## src/hw/cmcp_pkg.sv

```systemverilog
/*
 * Constants for the CAN mode control and prescaler block: register
 * offsets, field positions, reset values and timing figures.
 * Assumes a 100 MHz system clock and an AXI4-Lite register bus.
 */
package cmcp_pkg;
    localparam logic [5:0] ADDR_CTL_ZERO = 6'h00;
    localparam logic [5:0] ADDR_CTL_ONE = 6'h04;
    localparam logic [5:0] ADDR_BTR_ZERO = 6'h08;
    localparam logic [5:0] ADDR_STATUS = 6'h0C;
    // Control zero fields
    localparam int C0_INIT_REQUEST = 0;
    localparam int C0_SLEEP_REQUEST = 1;
    localparam int C0_WAKE_ENABLE = 2;
    // Control one fields
    localparam int C1_INIT_ACKNOWLEDGE = 0;
    localparam int C1_SLEEP_ACKNOWLEDGE = 1;
    localparam int C1_WFILT = 2;
    localparam int C1_BORSEL = 3;
    localparam int C1_LISTEN = 4;
    localparam int C1_LOOP = 5;
    localparam int C1_CLKSEL = 6;
    localparam int C1_ENABLE = 7;
    localparam logic [7:0] CTL_ONE_RESET = 8'h01;
    localparam logic [7:0] CTL_ZERO_RESET = 8'h01;
    localparam logic [7:0] BTR_ZERO_RESET = 8'h00;
    localparam logic [7:0] CTL_ONE_WMASK = 8'hFC;
    localparam int BTR_SJW_HI = 7;
    localparam int BTR_SJW_LO = 6;
    localparam int BTR_BRP_HI = 5;
    // Wake filter minimum pulse time in ns
    localparam int WAKE_PULSE_MIN_NS = 2000;
    localparam int CLK_PERIOD_NS = 10;
    localparam int WAKE_PULSE_CYC =
        (WAKE_PULSE_MIN_NS + CLK_PERIOD_NS - 1) / CLK_PERIOD_NS;
    localparam logic [1:0] RESP_OKAY = 2'b00;
    localparam logic [1:0] RESP_SLVERR = 2'b10;
    typedef enum logic [2:0] {
        CMCP_RUN = 3'b001,
        CMCP_INIT = 3'b010,
        CMCP_SLEEP = 3'b100
    } cmcp_mode_t;
endpackage : cmcp_pkg

```

## src/hw/cmcp_top.sv

```systemverilog
/*
 * CAN mode control and prescaler: control/handshake registers, first
 * bit-timing register, mode state machine, wake filter and quantum divider.
 * Assumes all inputs synchronous to ref_clk; protocol engine lies outside.
 */
// Local design decisions: the AXI4-Lite register port and the register addresses.
// Overview of operation
// - Control one readable always; writable only while init request and ack set.
// - Enable bit writes once in normal operation; special mode any in init.
// - Enable bit zero disables controller, one enables it.
// - Clock select zero picks oscillator clock, one picks bus clock.
// - Loopback bit routes transmitter stream back into own receiver.
// - Listen mode receives matching frames, never drives ack or error frames.
// - Listen mode freezes transmit and receive error counters.
// - Listen mode transmits no messages whatever buffers are pending.
// - Bus-off recovery select: zero automatic, one only on user request.
// - Wake filter zero wakes on any dominant; one needs minimum pulse.
// - Sleep ack set on sleep entry; sleep active when request and ack.
// - With wake enabled, bus activity in sleep clears sleep ack.
// - Clearing sleep request also clears sleep ack.
// - Init ack reports init mode; active when request and ack set.
// - Control one and timing registers written only in init mode.
// - Timing zero readable always; writes only in init mode.
// - Jump-width codes 0 to 3 select 1 to 4 quanta.
// - Prescaler value is field plus one, 1 to 64.
// - Init request enters init, aborts transfer, loses bus sync.
// - Sleep request serviced only when bus idle.
// - Wake enable lets bus traffic end sleep; otherwise ignored.
`timescale 1ns/100ps
module cmcp_top (
    input wire logic ref_clk,
    input wire logic nrst,
    input wire logic specialMode,
    input wire logic oscClkTick,
    input wire logic busIdle,
    input wire logic busRx,
    input wire logic busOffState,
    input wire logic userRecoverReq,
    input wire logic txBitIn,
    input wire logic [5:0] s_axi_awaddr,
    input wire logic s_axi_awvalid,
    output logic s_axi_awready,
    input wire logic [31:0] s_axi_wdata,
    input wire logic [3:0] s_axi_wstrb,
    input wire logic s_axi_wvalid,
    output logic s_axi_wready,
    output logic [1:0] s_axi_bresp,
    output logic s_axi_bvalid,
    input wire logic s_axi_bready,
    input wire logic [5:0] s_axi_araddr,
    input wire logic s_axi_arvalid,
    output logic s_axi_arready,
    output logic [31:0] s_axi_rdata,
    output logic [1:0] s_axi_rresp,
    output logic s_axi_rvalid,
    input wire logic s_axi_rready,
    output logic moduleEnable,
    output logic tqTick,
    output logic [2:0] resyncJumpQuanta,
    output logic loopRxBit,
    output logic ackErrDriveEn,
    output logic errCntFreeze,
    output logic txInhibit,
    output logic recoverAllowed,
    output logic protoAbort,
    output logic wakeEvent
);
    import cmcp_pkg::*;

    logic [7:0] ctlZero_reg;
    logic [7:0] ctlOne_reg;
    logic [7:0] btrZero_reg;
    logic enableWritten_reg;
    cmcp_mode_t mode_reg;
    logic [15:0] wakeCnt_reg;
    logic [5:0] divCnt_reg;
    logic awHeld_reg;
    logic wHeld_reg;
    logic [5:0] awAddr_reg;
    logic [31:0] wData_reg;
    logic [3:0] wStrb_reg;

    function automatic logic initActive(input logic [7:0] c0,
                                        input logic [7:0] c1);
        initActive = c0[C0_INIT_REQUEST] & c1[C1_INIT_ACKNOWLEDGE];
    endfunction : initActive

    logic inInit;
    logic doWrite;
    logic lane0;
    logic srcTick;
    logic dominant;
    logic wakeHit;
    assign inInit = initActive(ctlZero_reg, ctlOne_reg);
    assign doWrite = awHeld_reg & wHeld_reg & ~s_axi_bvalid;
    assign lane0 = wStrb_reg[0];
    assign dominant = ~busRx;
    // Bus clock ticks every cycle; oscillator arrives as an enable pulse
    assign srcTick = ctlOne_reg[C1_CLKSEL] ? 1'b1 : oscClkTick;
    assign wakeHit = ctlOne_reg[C1_WFILT]
        ? (wakeCnt_reg >= 16'(WAKE_PULSE_CYC)) : dominant;

    // Write channel capture, address and data in either order
    always_ff @(posedge ref_clk or negedge nrst) begin
        if (!nrst) begin
            awHeld_reg <= 1'b0;
            wHeld_reg <= 1'b0;
            awAddr_reg <= 6'h00;
            wData_reg <= 32'h0000_0000;
            wStrb_reg <= 4'h0;
        end else if (doWrite) begin
            awHeld_reg <= 1'b0;
            wHeld_reg <= 1'b0;
        end else begin
            if (s_axi_awvalid && s_axi_awready) begin
                awHeld_reg <= 1'b1;
                awAddr_reg <= s_axi_awaddr;
            end
            if (s_axi_wvalid && s_axi_wready) begin
                wHeld_reg <= 1'b1;
                wData_reg <= s_axi_wdata;
                wStrb_reg <= s_axi_wstrb;
            end
        end
    end

    always_ff @(posedge ref_clk or negedge nrst) begin
        if (!nrst) begin
            s_axi_awready <= 1'b0;
            s_axi_wready <= 1'b0;
        end else begin
            s_axi_awready <= ~awHeld_reg & ~s_axi_awready & ~s_axi_bvalid
                & s_axi_awvalid;
            s_axi_wready <= ~wHeld_reg & ~s_axi_wready & ~s_axi_bvalid
                & s_axi_wvalid;
        end
    end

    always_ff @(posedge ref_clk or negedge nrst) begin
        if (!nrst) begin
            s_axi_bvalid <= 1'b0;
            s_axi_bresp <= RESP_OKAY;
        end else if (doWrite) begin
            s_axi_bvalid <= 1'b1;
            s_axi_bresp <= (awAddr_reg == ADDR_CTL_ZERO ||
                awAddr_reg == ADDR_CTL_ONE || awAddr_reg == ADDR_BTR_ZERO
                || awAddr_reg == ADDR_STATUS) ? RESP_OKAY : RESP_SLVERR;
        end else if (s_axi_bready) begin
            s_axi_bvalid <= 1'b0;
        end
    end

    // Read channel; one cycle from address accept to data
    always_ff @(posedge ref_clk or negedge nrst) begin
        if (!nrst) begin
            s_axi_arready <= 1'b0;
            s_axi_rvalid <= 1'b0;
            s_axi_rdata <= 32'h0000_0000;
            s_axi_rresp <= RESP_OKAY;
        end else begin
            s_axi_arready <= s_axi_arvalid & ~s_axi_arready & ~s_axi_rvalid;
            if (s_axi_arvalid && s_axi_arready) begin
                s_axi_rvalid <= 1'b1;
                s_axi_rresp <= RESP_OKAY;
                case (s_axi_araddr)
                    ADDR_CTL_ZERO: s_axi_rdata <= {24'h000000, ctlZero_reg};
                    ADDR_CTL_ONE: s_axi_rdata <= {24'h000000, ctlOne_reg};
                    ADDR_BTR_ZERO: s_axi_rdata <= {24'h000000, btrZero_reg};
                    ADDR_STATUS: s_axi_rdata <= {29'h0, mode_reg};
                    default: begin
                        s_axi_rdata <= 32'h0000_0000;
                        s_axi_rresp <= RESP_SLVERR;
                    end
                endcase
            end else if (s_axi_rready) begin
                s_axi_rvalid <= 1'b0;
            end
        end
    end

    // Control zero: software requests; hardware clears sleep request on wake
    always_ff @(posedge ref_clk or negedge nrst) begin
        if (!nrst) begin
            ctlZero_reg <= CTL_ZERO_RESET;
        end else begin
            if (doWrite && lane0 && awAddr_reg == ADDR_CTL_ZERO) begin
                ctlZero_reg <= {5'h00, wData_reg[C0_WAKE_ENABLE],
                    wData_reg[C0_SLEEP_REQUEST], wData_reg[C0_INIT_REQUEST]};
                // Request cannot be dropped before its ack arrives
                if (ctlZero_reg[C0_INIT_REQUEST] && !ctlOne_reg[C1_INIT_ACKNOWLEDGE])
                    ctlZero_reg[C0_INIT_REQUEST] <= 1'b1;
                if (ctlZero_reg[C0_SLEEP_REQUEST] && !ctlOne_reg[C1_SLEEP_ACKNOWLEDGE])
                    ctlZero_reg[C0_SLEEP_REQUEST] <= 1'b1;
            end
            if (mode_reg == CMCP_SLEEP && ctlZero_reg[C0_WAKE_ENABLE] && wakeHit)
                ctlZero_reg[C0_SLEEP_REQUEST] <= 1'b0;
        end
    end

    // Mode machine drives both acknowledge flags
    always_ff @(posedge ref_clk or negedge nrst) begin
        if (!nrst) begin
            mode_reg <= CMCP_INIT;
        end else begin
            case (mode_reg)
                CMCP_RUN: begin
                    if (ctlZero_reg[C0_INIT_REQUEST])
                        mode_reg <= CMCP_INIT;
                    else if (ctlZero_reg[C0_SLEEP_REQUEST] && busIdle)
                        mode_reg <= CMCP_SLEEP;
                end
                CMCP_INIT: begin
                    if (!ctlZero_reg[C0_INIT_REQUEST])
                        mode_reg <= CMCP_RUN;
                end
                CMCP_SLEEP: begin
                    if (ctlZero_reg[C0_INIT_REQUEST])
                        mode_reg <= CMCP_INIT;
                    else if (!ctlZero_reg[C0_SLEEP_REQUEST])
                        mode_reg <= CMCP_RUN;
                    else if (ctlZero_reg[C0_WAKE_ENABLE] && wakeHit)
                        mode_reg <= CMCP_RUN;
                end
                default: mode_reg <= CMCP_INIT;
            endcase
        end
    end

    // Control one: writable fields plus hardware-owned ack bits
    always_ff @(posedge ref_clk or negedge nrst) begin
        if (!nrst) begin
            ctlOne_reg <= CTL_ONE_RESET;
            enableWritten_reg <= 1'b0;
        end else begin
            if (doWrite && lane0 && awAddr_reg == ADDR_CTL_ONE
                && inInit) begin
                ctlOne_reg[C1_ENABLE - 1:C1_WFILT] <=
                    wData_reg[C1_ENABLE - 1:C1_WFILT];
                if (specialMode || !enableWritten_reg) begin
                    ctlOne_reg[C1_ENABLE] <= wData_reg[C1_ENABLE];
                    enableWritten_reg <= 1'b1;
                end
            end
            ctlOne_reg[C1_INIT_ACKNOWLEDGE] <= (mode_reg == CMCP_INIT);
            ctlOne_reg[C1_SLEEP_ACKNOWLEDGE] <= (mode_reg == CMCP_SLEEP);
        end
    end

    always_ff @(posedge ref_clk or negedge nrst) begin
        if (!nrst) begin
            btrZero_reg <= BTR_ZERO_RESET;
        end else if (doWrite && lane0 && awAddr_reg == ADDR_BTR_ZERO
                     && inInit) begin
            btrZero_reg <= wData_reg[7:0];
        end
    end

    // Dominant pulse length, counted in system cycles
    always_ff @(posedge ref_clk or negedge nrst) begin
        if (!nrst) begin
            wakeCnt_reg <= 16'h0000;
        end else if (!dominant || mode_reg != CMCP_SLEEP) begin
            wakeCnt_reg <= 16'h0000;
        end else if (wakeCnt_reg != 16'hFFFF) begin
            wakeCnt_reg <= wakeCnt_reg + 16'h0001;
        end
    end

    // Divider restarts in init so the quantum loses its phase
    always_ff @(posedge ref_clk or negedge nrst) begin
        if (!nrst) begin
            divCnt_reg <= 6'h00;
            tqTick <= 1'b0;
        end else if (!moduleEnable || mode_reg != CMCP_RUN) begin
            divCnt_reg <= 6'h00;
            tqTick <= 1'b0;
        end else if (srcTick) begin
            if (divCnt_reg >= btrZero_reg[BTR_BRP_HI:0]) begin
                divCnt_reg <= 6'h00;
                tqTick <= 1'b1;
            end else begin
                divCnt_reg <= divCnt_reg + 6'h01;
                tqTick <= 1'b0;
            end
        end else begin
            tqTick <= 1'b0;
        end
    end

    // Control outputs to the protocol engine
    always_ff @(posedge ref_clk or negedge nrst) begin
        if (!nrst) begin
            moduleEnable <= 1'b0;
            resyncJumpQuanta <= 3'h1;
            loopRxBit <= 1'b1;
            ackErrDriveEn <= 1'b0;
            errCntFreeze <= 1'b0;
            txInhibit <= 1'b1;
            recoverAllowed <= 1'b0;
            protoAbort <= 1'b1;
            wakeEvent <= 1'b0;
        end else begin
            moduleEnable <= ctlOne_reg[C1_ENABLE];
            resyncJumpQuanta <= {1'b0, btrZero_reg[BTR_SJW_HI:BTR_SJW_LO]}
                + 3'h1;
            // Loopback feeds the receiver from the transmitter, else the bus
            loopRxBit <= ctlOne_reg[C1_LOOP] ? txBitIn : busRx;
            ackErrDriveEn <= ~ctlOne_reg[C1_LISTEN];
            errCntFreeze <= ctlOne_reg[C1_LISTEN];
            txInhibit <= ctlOne_reg[C1_LISTEN] | ctlZero_reg[C0_INIT_REQUEST]
                | ~ctlOne_reg[C1_ENABLE];
            recoverAllowed <= busOffState & (~ctlOne_reg[C1_BORSEL]
                | userRecoverReq);
            protoAbort <= ctlZero_reg[C0_INIT_REQUEST];
            wakeEvent <= (mode_reg == CMCP_SLEEP) & ctlZero_reg[C0_WAKE_ENABLE]
                & wakeHit;
        end
    end
endmodule : cmcp_top

```

## config.mk

```make
export PLATFORM = sky130hd
export DESIGN_NAME = cmcp_top
export DESIGN_NICKNAME = d
export VERILOG_FILES = /design/src/hw/cmcp_pkg.sv /design/src/hw/cmcp_top.sv
export SDC_FILE = /design/constraint.sdc
export NUM_CORES = 1
export LEC_CHECK = 0
export BUFFER_PORTS_ARGS = -buffer_cell sky130_fd_sc_hd__buf_2
export CAP_MARGIN = 25
export CORE_MARGIN = 8
export CORE_UTILIZATION = 50
export DETAILED_ROUTE_END_ITERATION = 10
export PLACE_DENSITY = 0.85
export REMOVE_ABC_BUFFERS = 1
export SLEW_MARGIN = 40
export SYNTH_ARGS = -nofsm -noshare
export SYNTH_HDL_FRONTEND = slang
export SYNTH_SLANG_ARGS = --single-unit
```

## constraint.sdc

```tcl
create_clock -name ref_clk -period 6.5 [get_ports ref_clk]
set_clock_uncertainty 0.15 [all_clocks]
set_input_delay 0.65 -clock ref_clk [delete_from_list [all_inputs] [get_ports ref_clk]]
set_output_delay 0.65 -clock ref_clk [all_outputs]
set_load 0.01 [all_outputs]
```

==> metrics.txt, run 1 <==
outcome complete, no violations; maximum clock path buffer count 2; mapped cell area 0.00434 mm²; fraction of final layout cells sized beyond drive strength 1 0.271; area share of and/or/nand/nor cells after synthesis 0.163; FMAX between 400 and 500 MHz; worst reg2reg path startpoint awAddr_reg[1]; number of enable-type register cells in the synthesized netlist 0; Std-Cell Core Area 0.00855 mm²; post-synth top area share 0.473; global-route usage over all layers 0.159; number of rows created at floorplan 34; type of the most critical hold path in -> async; clock-pin slew on the worst setup and hold paths ~0.090 ns; non-filler instance count after layout 573; Max VDD drop 0.104 mV; CP max-delay cell nor4_4; number of antenna diodes 0; Ports 115; number of warning messages in the yosys log 0; count of hold buffers inserted by post-cts repair 0; clock tree from TritonCTS built; iteration-0 DRC count of the detailed router 141; Top FF cell, synth dfrtp_1; height of the die 109 µm; Setup Slack @ Placement 4.16 ns; placed wire-length estimate 6990 µm; XOR/XNOR share of the synthesized area 0; CP Data Arrival Time 2.45 ns; Die Footprint 0.0119 mm²; number of levels the H-tree was split into 3; adder-cell share of the synthesized area 0.0289; critical-path maximum fanout 14; vias in the first global route 3250; PwrDens 274 mW/mm²; via density per instance around 5.7; Inserted Clock Buffers 9; filler instances 714; die width 109 µm; # clock sinks 89; nature of the critical path startpoint flip-flop; Lkg Pwr 2.19 nW; complex-gate fraction of the synthesized area 0.132; final total power 0.00133 W; Avg Synthesized Cell Area 10.9 µm²; number of endpoints failing setup at the final stage 0; wire length of the first global-routing pass 15200 µm; Fin Setup TNS 0 ns; clock latency on the worst-skew pair 0.36 ns; post-synthesis mux area share 0.0857; detailed-route wire length per cell around 17 µm; area leader, netlist dfrtp_1; worst-case register-to-register setup slack 4.14 ns; effective utilization at floorplan 0.507; number of cells after detailed placement about 560; Worst Setup EP btrZero_reg[7]; CP peak stage delay 0.70 ns; Seq cells post-synth 89; count of final max-slew check failures 0; number of cell instances on the worst register-to-register path 3; final critical-path required period 2.36 ns; required time of the critical path 6.59 ns; worst setup margin ~4.1 ns; instance count of the mapped netlist between 300 and 400; Crit Reg-Reg Endpoint btrZero_reg[7]; RSZ-0062 raised after global routing no; endpoints failing hold 0; vias post-DR roughly 3300; Residual DRC 0; period utilization 0.363; transition at the pin with the smallest max-transition slack roughly 0.74 ns; number of cells upsized or downsized after cts 0; distinct cell type count of the synthesized netlist 53; share of flip-flops with an asynchronous set or reset after synthesis 1.00; type of destination of the critical path flip-flop; Largest register FFs 16; Post-CTS Repair Setup Buffers 0; part of the Yosys area used for sequential elements 0.516; Detailed Route WL 9530 µm; ANT nets after route 0; main combinational cell family by area after synthesis simple AND/OR/NAND/NOR gates; Crit Path Category reg -> reg; Slew HR 0.503; initial antenna violation count 0; largest net degree at the start of global routing 90; global route total overflow 0; first element of the critical path awAddr_reg[1]; share of the core filled with cells 0.568; count of buffers inserted at the top-level ports 61; clock tree root buffer cell clkbuf_8; layout overhead on the synthesized area 12.0%; DRT Pass-1 Iters 4; GP Congestion about 0.86; cell-by-cell listing of the critical path or4_4, nor4_4, mux2_2; Nets 532; biggest area contributors in the synthesized netlist dfrtp_1 47%, mux2_2 6.0%, buf_4 4.5%, dfstp_2 4.2%, ha_1 2.9%; number of max-capacitance violations reported 0
-- cell usage in the layout, fill, tap and decap left out, types with 2 or more instances in the layout --
cell       instances
a211oi_1           6
a21o_1             2
a21oi_1           18
a22o_1             4
a22oi_1            5
a31o_2             3
a31oi_1            5
and3_1             8
and4_1             4
buf_2             60
clkbuf_1           3
clkbuf_8          10
clkinv_2           3
conb_1            26
dfrtp_1           82
dfstp_2            7
ha_1              10
inv_1             22
mux2_2            23
mux2i_1            3
mux4_2             3
nand2_1           33
nand2b_1           7
nand3_1           14
nand3b_1           3
nand4_1            6
nor2_1            16
nor2b_1            3
nor3_1             6
nor3_2             2
nor3b_1            2
nor4_1             4
nor4_4             2
nor4b_1            3
o2111ai_1          7
o211ai_1           5
o21ai_0           23
or2_2              3
-- area by class of cell --
cell class / instances / area (µm²) / area share
Clock buffer: 12 / 135 / 0.0278
Clock inverter: 4 / 45.0 / 0.00928
Inverter: 22 / 82.6 / 0.0170
Multi-Input combinational cell: 277 / 1910 / 0.393
Sequential cell: 89 / 2240 / 0.460
Tap cell: 108 / 135 / 0.0278
Timing Repair Buffer: 61 / 314 / 0.0647
-- worst max-delay path: cells and delay by family, from the launching register on --
kind             cells  cell delay, ns
AND/OR/NAND/NOR      2            1.30
multiplexers         1            0.41
flip-flops           1            0.38
-- cell usage after synthesis (2+ instances only) --
cell type,n
nand2_1,33
nor2b_1,3
a22o_1,4
o211ai_1,5
ha_1,10
a211oi_1,6
a21o_1,2
a31o_2,3
inv_1,22
or2_2,3
nor3_1,8
nor3b_1,2
a22oi_1,5
and4_1,4
o21ai_0,23
nand3b_1,3
nand4_1,6
clkbuf_1,9
dfrtp_1,82
nor4_4,2
nor2_1,16
nand3_1,14
a31oi_1,6
nor4_1,4
buf_4,26
mux2_2,23
nor4b_1,3
a21oi_1,18
o2111ai_1,7
nand2b_1,7
mux2i_1,3
and3_1,8
mux4_2,3
dfstp_2,7
-- kinds of logic (layout without fill, tap and decap cells) --
family	Yosys count	count (layout)
flops	89	89
simple gates	124	124
other cells	1	26
compound gates	87	87
fa+ha+maj	10	10
mux	30	30
buf+inv	58	99
-- through the flow --
stage	hold WS (ns)	instance area, µm²
after global placement	0.255	4640
after CTS	0.219	4830
after detailed placement	0.251	4650
final	0.171	4860
after global routing	0.218	4860
after floorplan	0.204	4200
-- power by group --
group	leakage [nW]	switching, W	internal, W	total [W]
logic	0.945	0.000115	0.000118	0.000233
clock network	0.0941	0.000187	0.000176	0.000363
registers	1.16	0.0000862	0.000650	0.000736
-- layer usage --
metal,wire [µm],vias up,global-route usage
li1,-,1527,-
met3,678,16,0.0455
met2,4720,111,0.253
met5,0,-,0
met4,206,0,0.0684
met1,3920,1622,0.198
-- worst min path at each step --
stage              startpoint             to  cells after the start
3_5_place_dp    ctlOne_reg[4]   errCntFreeze                      0
3_3_place_gp   ctlZero_reg[0]     protoAbort                      0
5_1_grt                  nrst  awAddr_reg[4]                      1
2_1_floorplan            nrst  ackErrDriveEn                      0
4_1_cts                  nrst  awAddr_reg[4]                      1
6_report                 nrst  awAddr_reg[4]                      1
Note: power is estimated with default switching activity, not from simulation.
==> run 2: changes to the inputs <==
Settings changed: ABC_AREA from default to 1.
Clock period 6.5 ns to 2.41 ns, I/O delays scaled along.
==> run 2 against run 1 <==
Effect of this change: total power grew to 2.9 times the previous value; synthesized cell count is 34% higher; maximum frequency grew 30%; sequential power rose to 2.6 times the previous value; die area grew 3.7%; synthesized area up 4.3%; utilization up 3.6 points; critical path type unchanged.
==> metrics.txt, run 2 <==
outcome complete, no violations (unchanged); Ports 115 (unchanged); global route total overflow 0 (unchanged); PwrDens 722 mW/mm² (was 274 mW/mm²); number of levels the H-tree was split into 3 (unchanged); RSZ-0062 raised after global routing no (unchanged); CP peak stage delay 0.43 ns (was 0.70 ns); number of enable-type register cells in the synthesized netlist 0 (unchanged); share of flip-flops with an asynchronous set or reset after synthesis 1.00 (unchanged); worst setup margin 0.596 ns (was 4.14 ns); Lkg Pwr 2.74 nW (was 2.19 nW); vias post-DR 3698 (was 3276); highest-count cells in the layout ignoring fill and taps 125 x nand2_1, 82 x dfrtp_1, 71 x inv_1 (was 82 x dfrtp_1, 60 x buf_2, 33 x nand2_1); # clock sinks 89 (unchanged); vias in the first global route 3758 (was 3250); CP Data Arrival Time 1.94 ns (was 2.45 ns); Setup Slack @ Placement 0.601 ns (was 4.16 ns); number of antenna diodes 0 (unchanged); worst reg2reg path startpoint wakeCnt_reg[0] (was awAddr_reg[1]); Std-Cell Core Area 0.00876 mm² (was 0.00855 mm²); hold path startpoint busRx; synth cell count leaders 125 x nand2_1, 82 x dfrtp_1, 71 x inv_1, 63 x nor2_1, 29 x nand3_1 (was 82 x dfrtp_1, 33 x nand2_1, 26 x buf_4, 23 x mux2_2, 23 x o21ai_0); post-synth top area share 0.454 (was 0.473); number of max-capacitance violations reported 0 (unchanged); placed wire-length estimate 7500 µm (was 6990 µm); clock tree root buffer cell clkbuf_8 (unchanged); nature of the critical path startpoint flip-flop (unchanged); layout overhead on the synthesized area 17.1% (was 12.0%); via density per instance 5.00 (was 5.72); most frequent cell after synthesis nand2_1 (was dfrtp_1); clock latency on the worst-skew pair 0.36 ns (about the same); mapped cell area 0.00452 mm² (was 0.00434 mm²); largest net degree at the start of global routing 60 (was 90); number of cells after detailed placement 698 (was 557); number of cells upsized or downsized after cts 0 (unchanged); endpoints failing hold 0 (unchanged); Max VDD drop 0.549 mV (was 0.104 mV); first element of the critical path wakeCnt_reg[0] (was awAddr_reg[1]); Inserted Clock Buffers 9 (unchanged); type of destination of the critical path flip-flop (unchanged); effective utilization at floorplan 0.516 (was 0.507); Top FF cell, synth dfrtp_1 (unchanged); height of the die 111 µm (was 109 µm); area leader, netlist dfrtp_1 (unchanged); CP max-delay cell dfrtp_1 (was nor4_4); Die Footprint 0.0123 mm² (was 0.0119 mm²); Residual DRC 0 (unchanged); number of warning messages in the yosys log 0 (unchanged); maximum clock path buffer count 2 (unchanged); clock-pin slew on the worst setup and hold paths 0.09 ns (about the same); distinct cell type count of the synthesized netlist 37 (was 53); Avg Synthesized Cell Area 8.47 µm² (was 10.9 µm²); FMAX 551 MHz (was 424 MHz); Nets 698 (was 532); initial antenna violation count 0 (unchanged); detailed-route wire length per cell 13.8 µm (was 16.6 µm); iteration-0 DRC count of the detailed router 200 (was 141); period utilization 0.753 (was 0.363); ANT nets after route 0 (unchanged); global-route usage over all layers 0.170 (was 0.159); count of buffers inserted at the top-level ports 61 (unchanged); most common cell after layout, fill and taps aside nand2_1 (was dfrtp_1); instance count of the mapped netlist 534 (was 399); Seq cells post-synth 89 (unchanged); Largest register FFs 16 (unchanged); Detailed Route WL 10200 µm (was 9530 µm); count of final max-slew check failures 0 (unchanged); DRT Pass-1 Iters 4 (unchanged); GP Congestion 0.867 (was 0.857); fraction of final layout cells sized beyond drive strength 1 0.200 (was 0.271); required time of the critical path 2.54 ns (was 6.59 ns); part of the Yosys area used for sequential elements 0.494 (was 0.516); wire length of the first global-routing pass 17700 µm (was 15200 µm); Crit Path Category reg -> reg (unchanged); final critical-path required period 1.81 ns (was 2.36 ns); cell-by-cell listing of the critical path ha_1, nand3_2, nor2_4, nand4_2, o21ai_1 (was or4_4, nor4_4, mux2_2); number of endpoints failing setup at the final stage 0 (unchanged); non-filler instance count after layout 739 (was 573); type of the most critical hold path in -> reg (was in -> async); biggest area contributors in the synthesized netlist dfrtp_1 45%, nand2_1 10%, inv_1 5.9%, nor2_1 5.2%, buf_4 4.3% (was dfrtp_1 47%, mux2_2 6.0%, buf_4 4.5%, dfstp_2 4.2%, ha_1 2.9%); clock tree from TritonCTS built (unchanged); Fin Setup TNS 0 ns (unchanged); number of rows created at floorplan 34 (unchanged); critical-path maximum fanout 11 (was 14); die width 111 µm (was 109 µm)
[run 2: cell count changes after synthesis, moves of 13 or more]
| cell | previous run | this run |
|---|---|---|
| nand2_1 | 33 | 125 |
| inv_1 | 22 | 71 |
| nor2_1 | 16 | 63 |
| mux2_2 | 23 | 0 |
| nand3_1 | 14 | 29 |
| o21ai_2 | 1 | 14 |
[run 2: worst paths after layout]
kind / to / slack, ns / cells past startpoint
worst min register to register: moduleEnable / 0.27 / 0
min in group asynchronous: awAddr_reg[4] / 0.21 / 2
worst min-delay path: wakeCnt_reg[4] / 0.04 / 2
max in group asynchronous: mode_reg[1] / 1.21 / 3
worst max-delay path: wakeCnt_reg[0] / 0.60 / 5
worst max register to register: wakeCnt_reg[0] / 0.60 / 5
[run 2: cells by family after synthesis]
group	count (synthesis)	synth area share
AOI/OAI and AO/OA	67	0.0927
xor gates and xnor gates	5	0.00968
adders and majority gates	10	0.0277
buffers and inverters	107	0.116
DFF	89	0.494
other	1	0.000829
and+or+nand+nor	255	0.258
[run 2: critical path, delay by kind of cell, from the launching register on]
kind | cells | cell delay, ns
simple gates | 3 | 0.69
compound gates | 1 | 0.23
fa+ha+maj | 1 | 0.24
flops | 1 | 0.43
[run 2: power breakdown]
group | internal, W | switching [W]
clock | 0.000511 | 0.000544
combinational | 0.000277 | 0.000563
sequential | 0.00176 | 0.000164
[run 2: per-layer routing]
| layer | share of wire | vias up | global-route usage |
|---|---|---|---|
| li1 | - | 1829 | - |
| met1 | 0.46 | 1754 | 0.214 |
| met2 | 0.46 | 102 | 0.270 |
| met3 | 0.059 | 13 | 0.0541 |
| met4 | 0.015 | 0 | 0.0578 |
| met5 | 0 | - | 0 |
[run 2: area by class of cell]
type | instances | area, µm²
Clock buffer | 10 | 138
Inverter | 75 | 282
Sequential cell | 89 | 2240
Clock inverter | 6 | 65.1
Multi-Input combinational cell | 363 | 1850
Timing Repair Buffer | 88 | 586
Fill cell | 767 | 3470
Tap cell | 108 | 135
[run 2: repair_timing]
| action | CTS | global route |
|---|---|---|
| buffers inserted | 0 | 0 |
| hold buffers | 25 | 0 |
| hold endpoints to repair | 52 | 0 |
[run 2: through the flow]
| stage | cell area (µm²) | hold slack, ns | total power, W | utilization |
|---|---|---|---|---|
| floorplan | 4370 | -0.205 | 0.00246 | - |
| global placement | 4840 | 0.0545 | 0.00270 | 0.553 |
| detailed placement | 4840 | 0.0612 | 0.00275 | 0.553 |
| CTS | 5300 | 0.0150 | 0.00385 | 0.604 |
| global route | 5300 | 0.0203 | 0.00406 | 0.604 |
| finish | 5300 | 0.0356 | 0.00382 | 0.604 |
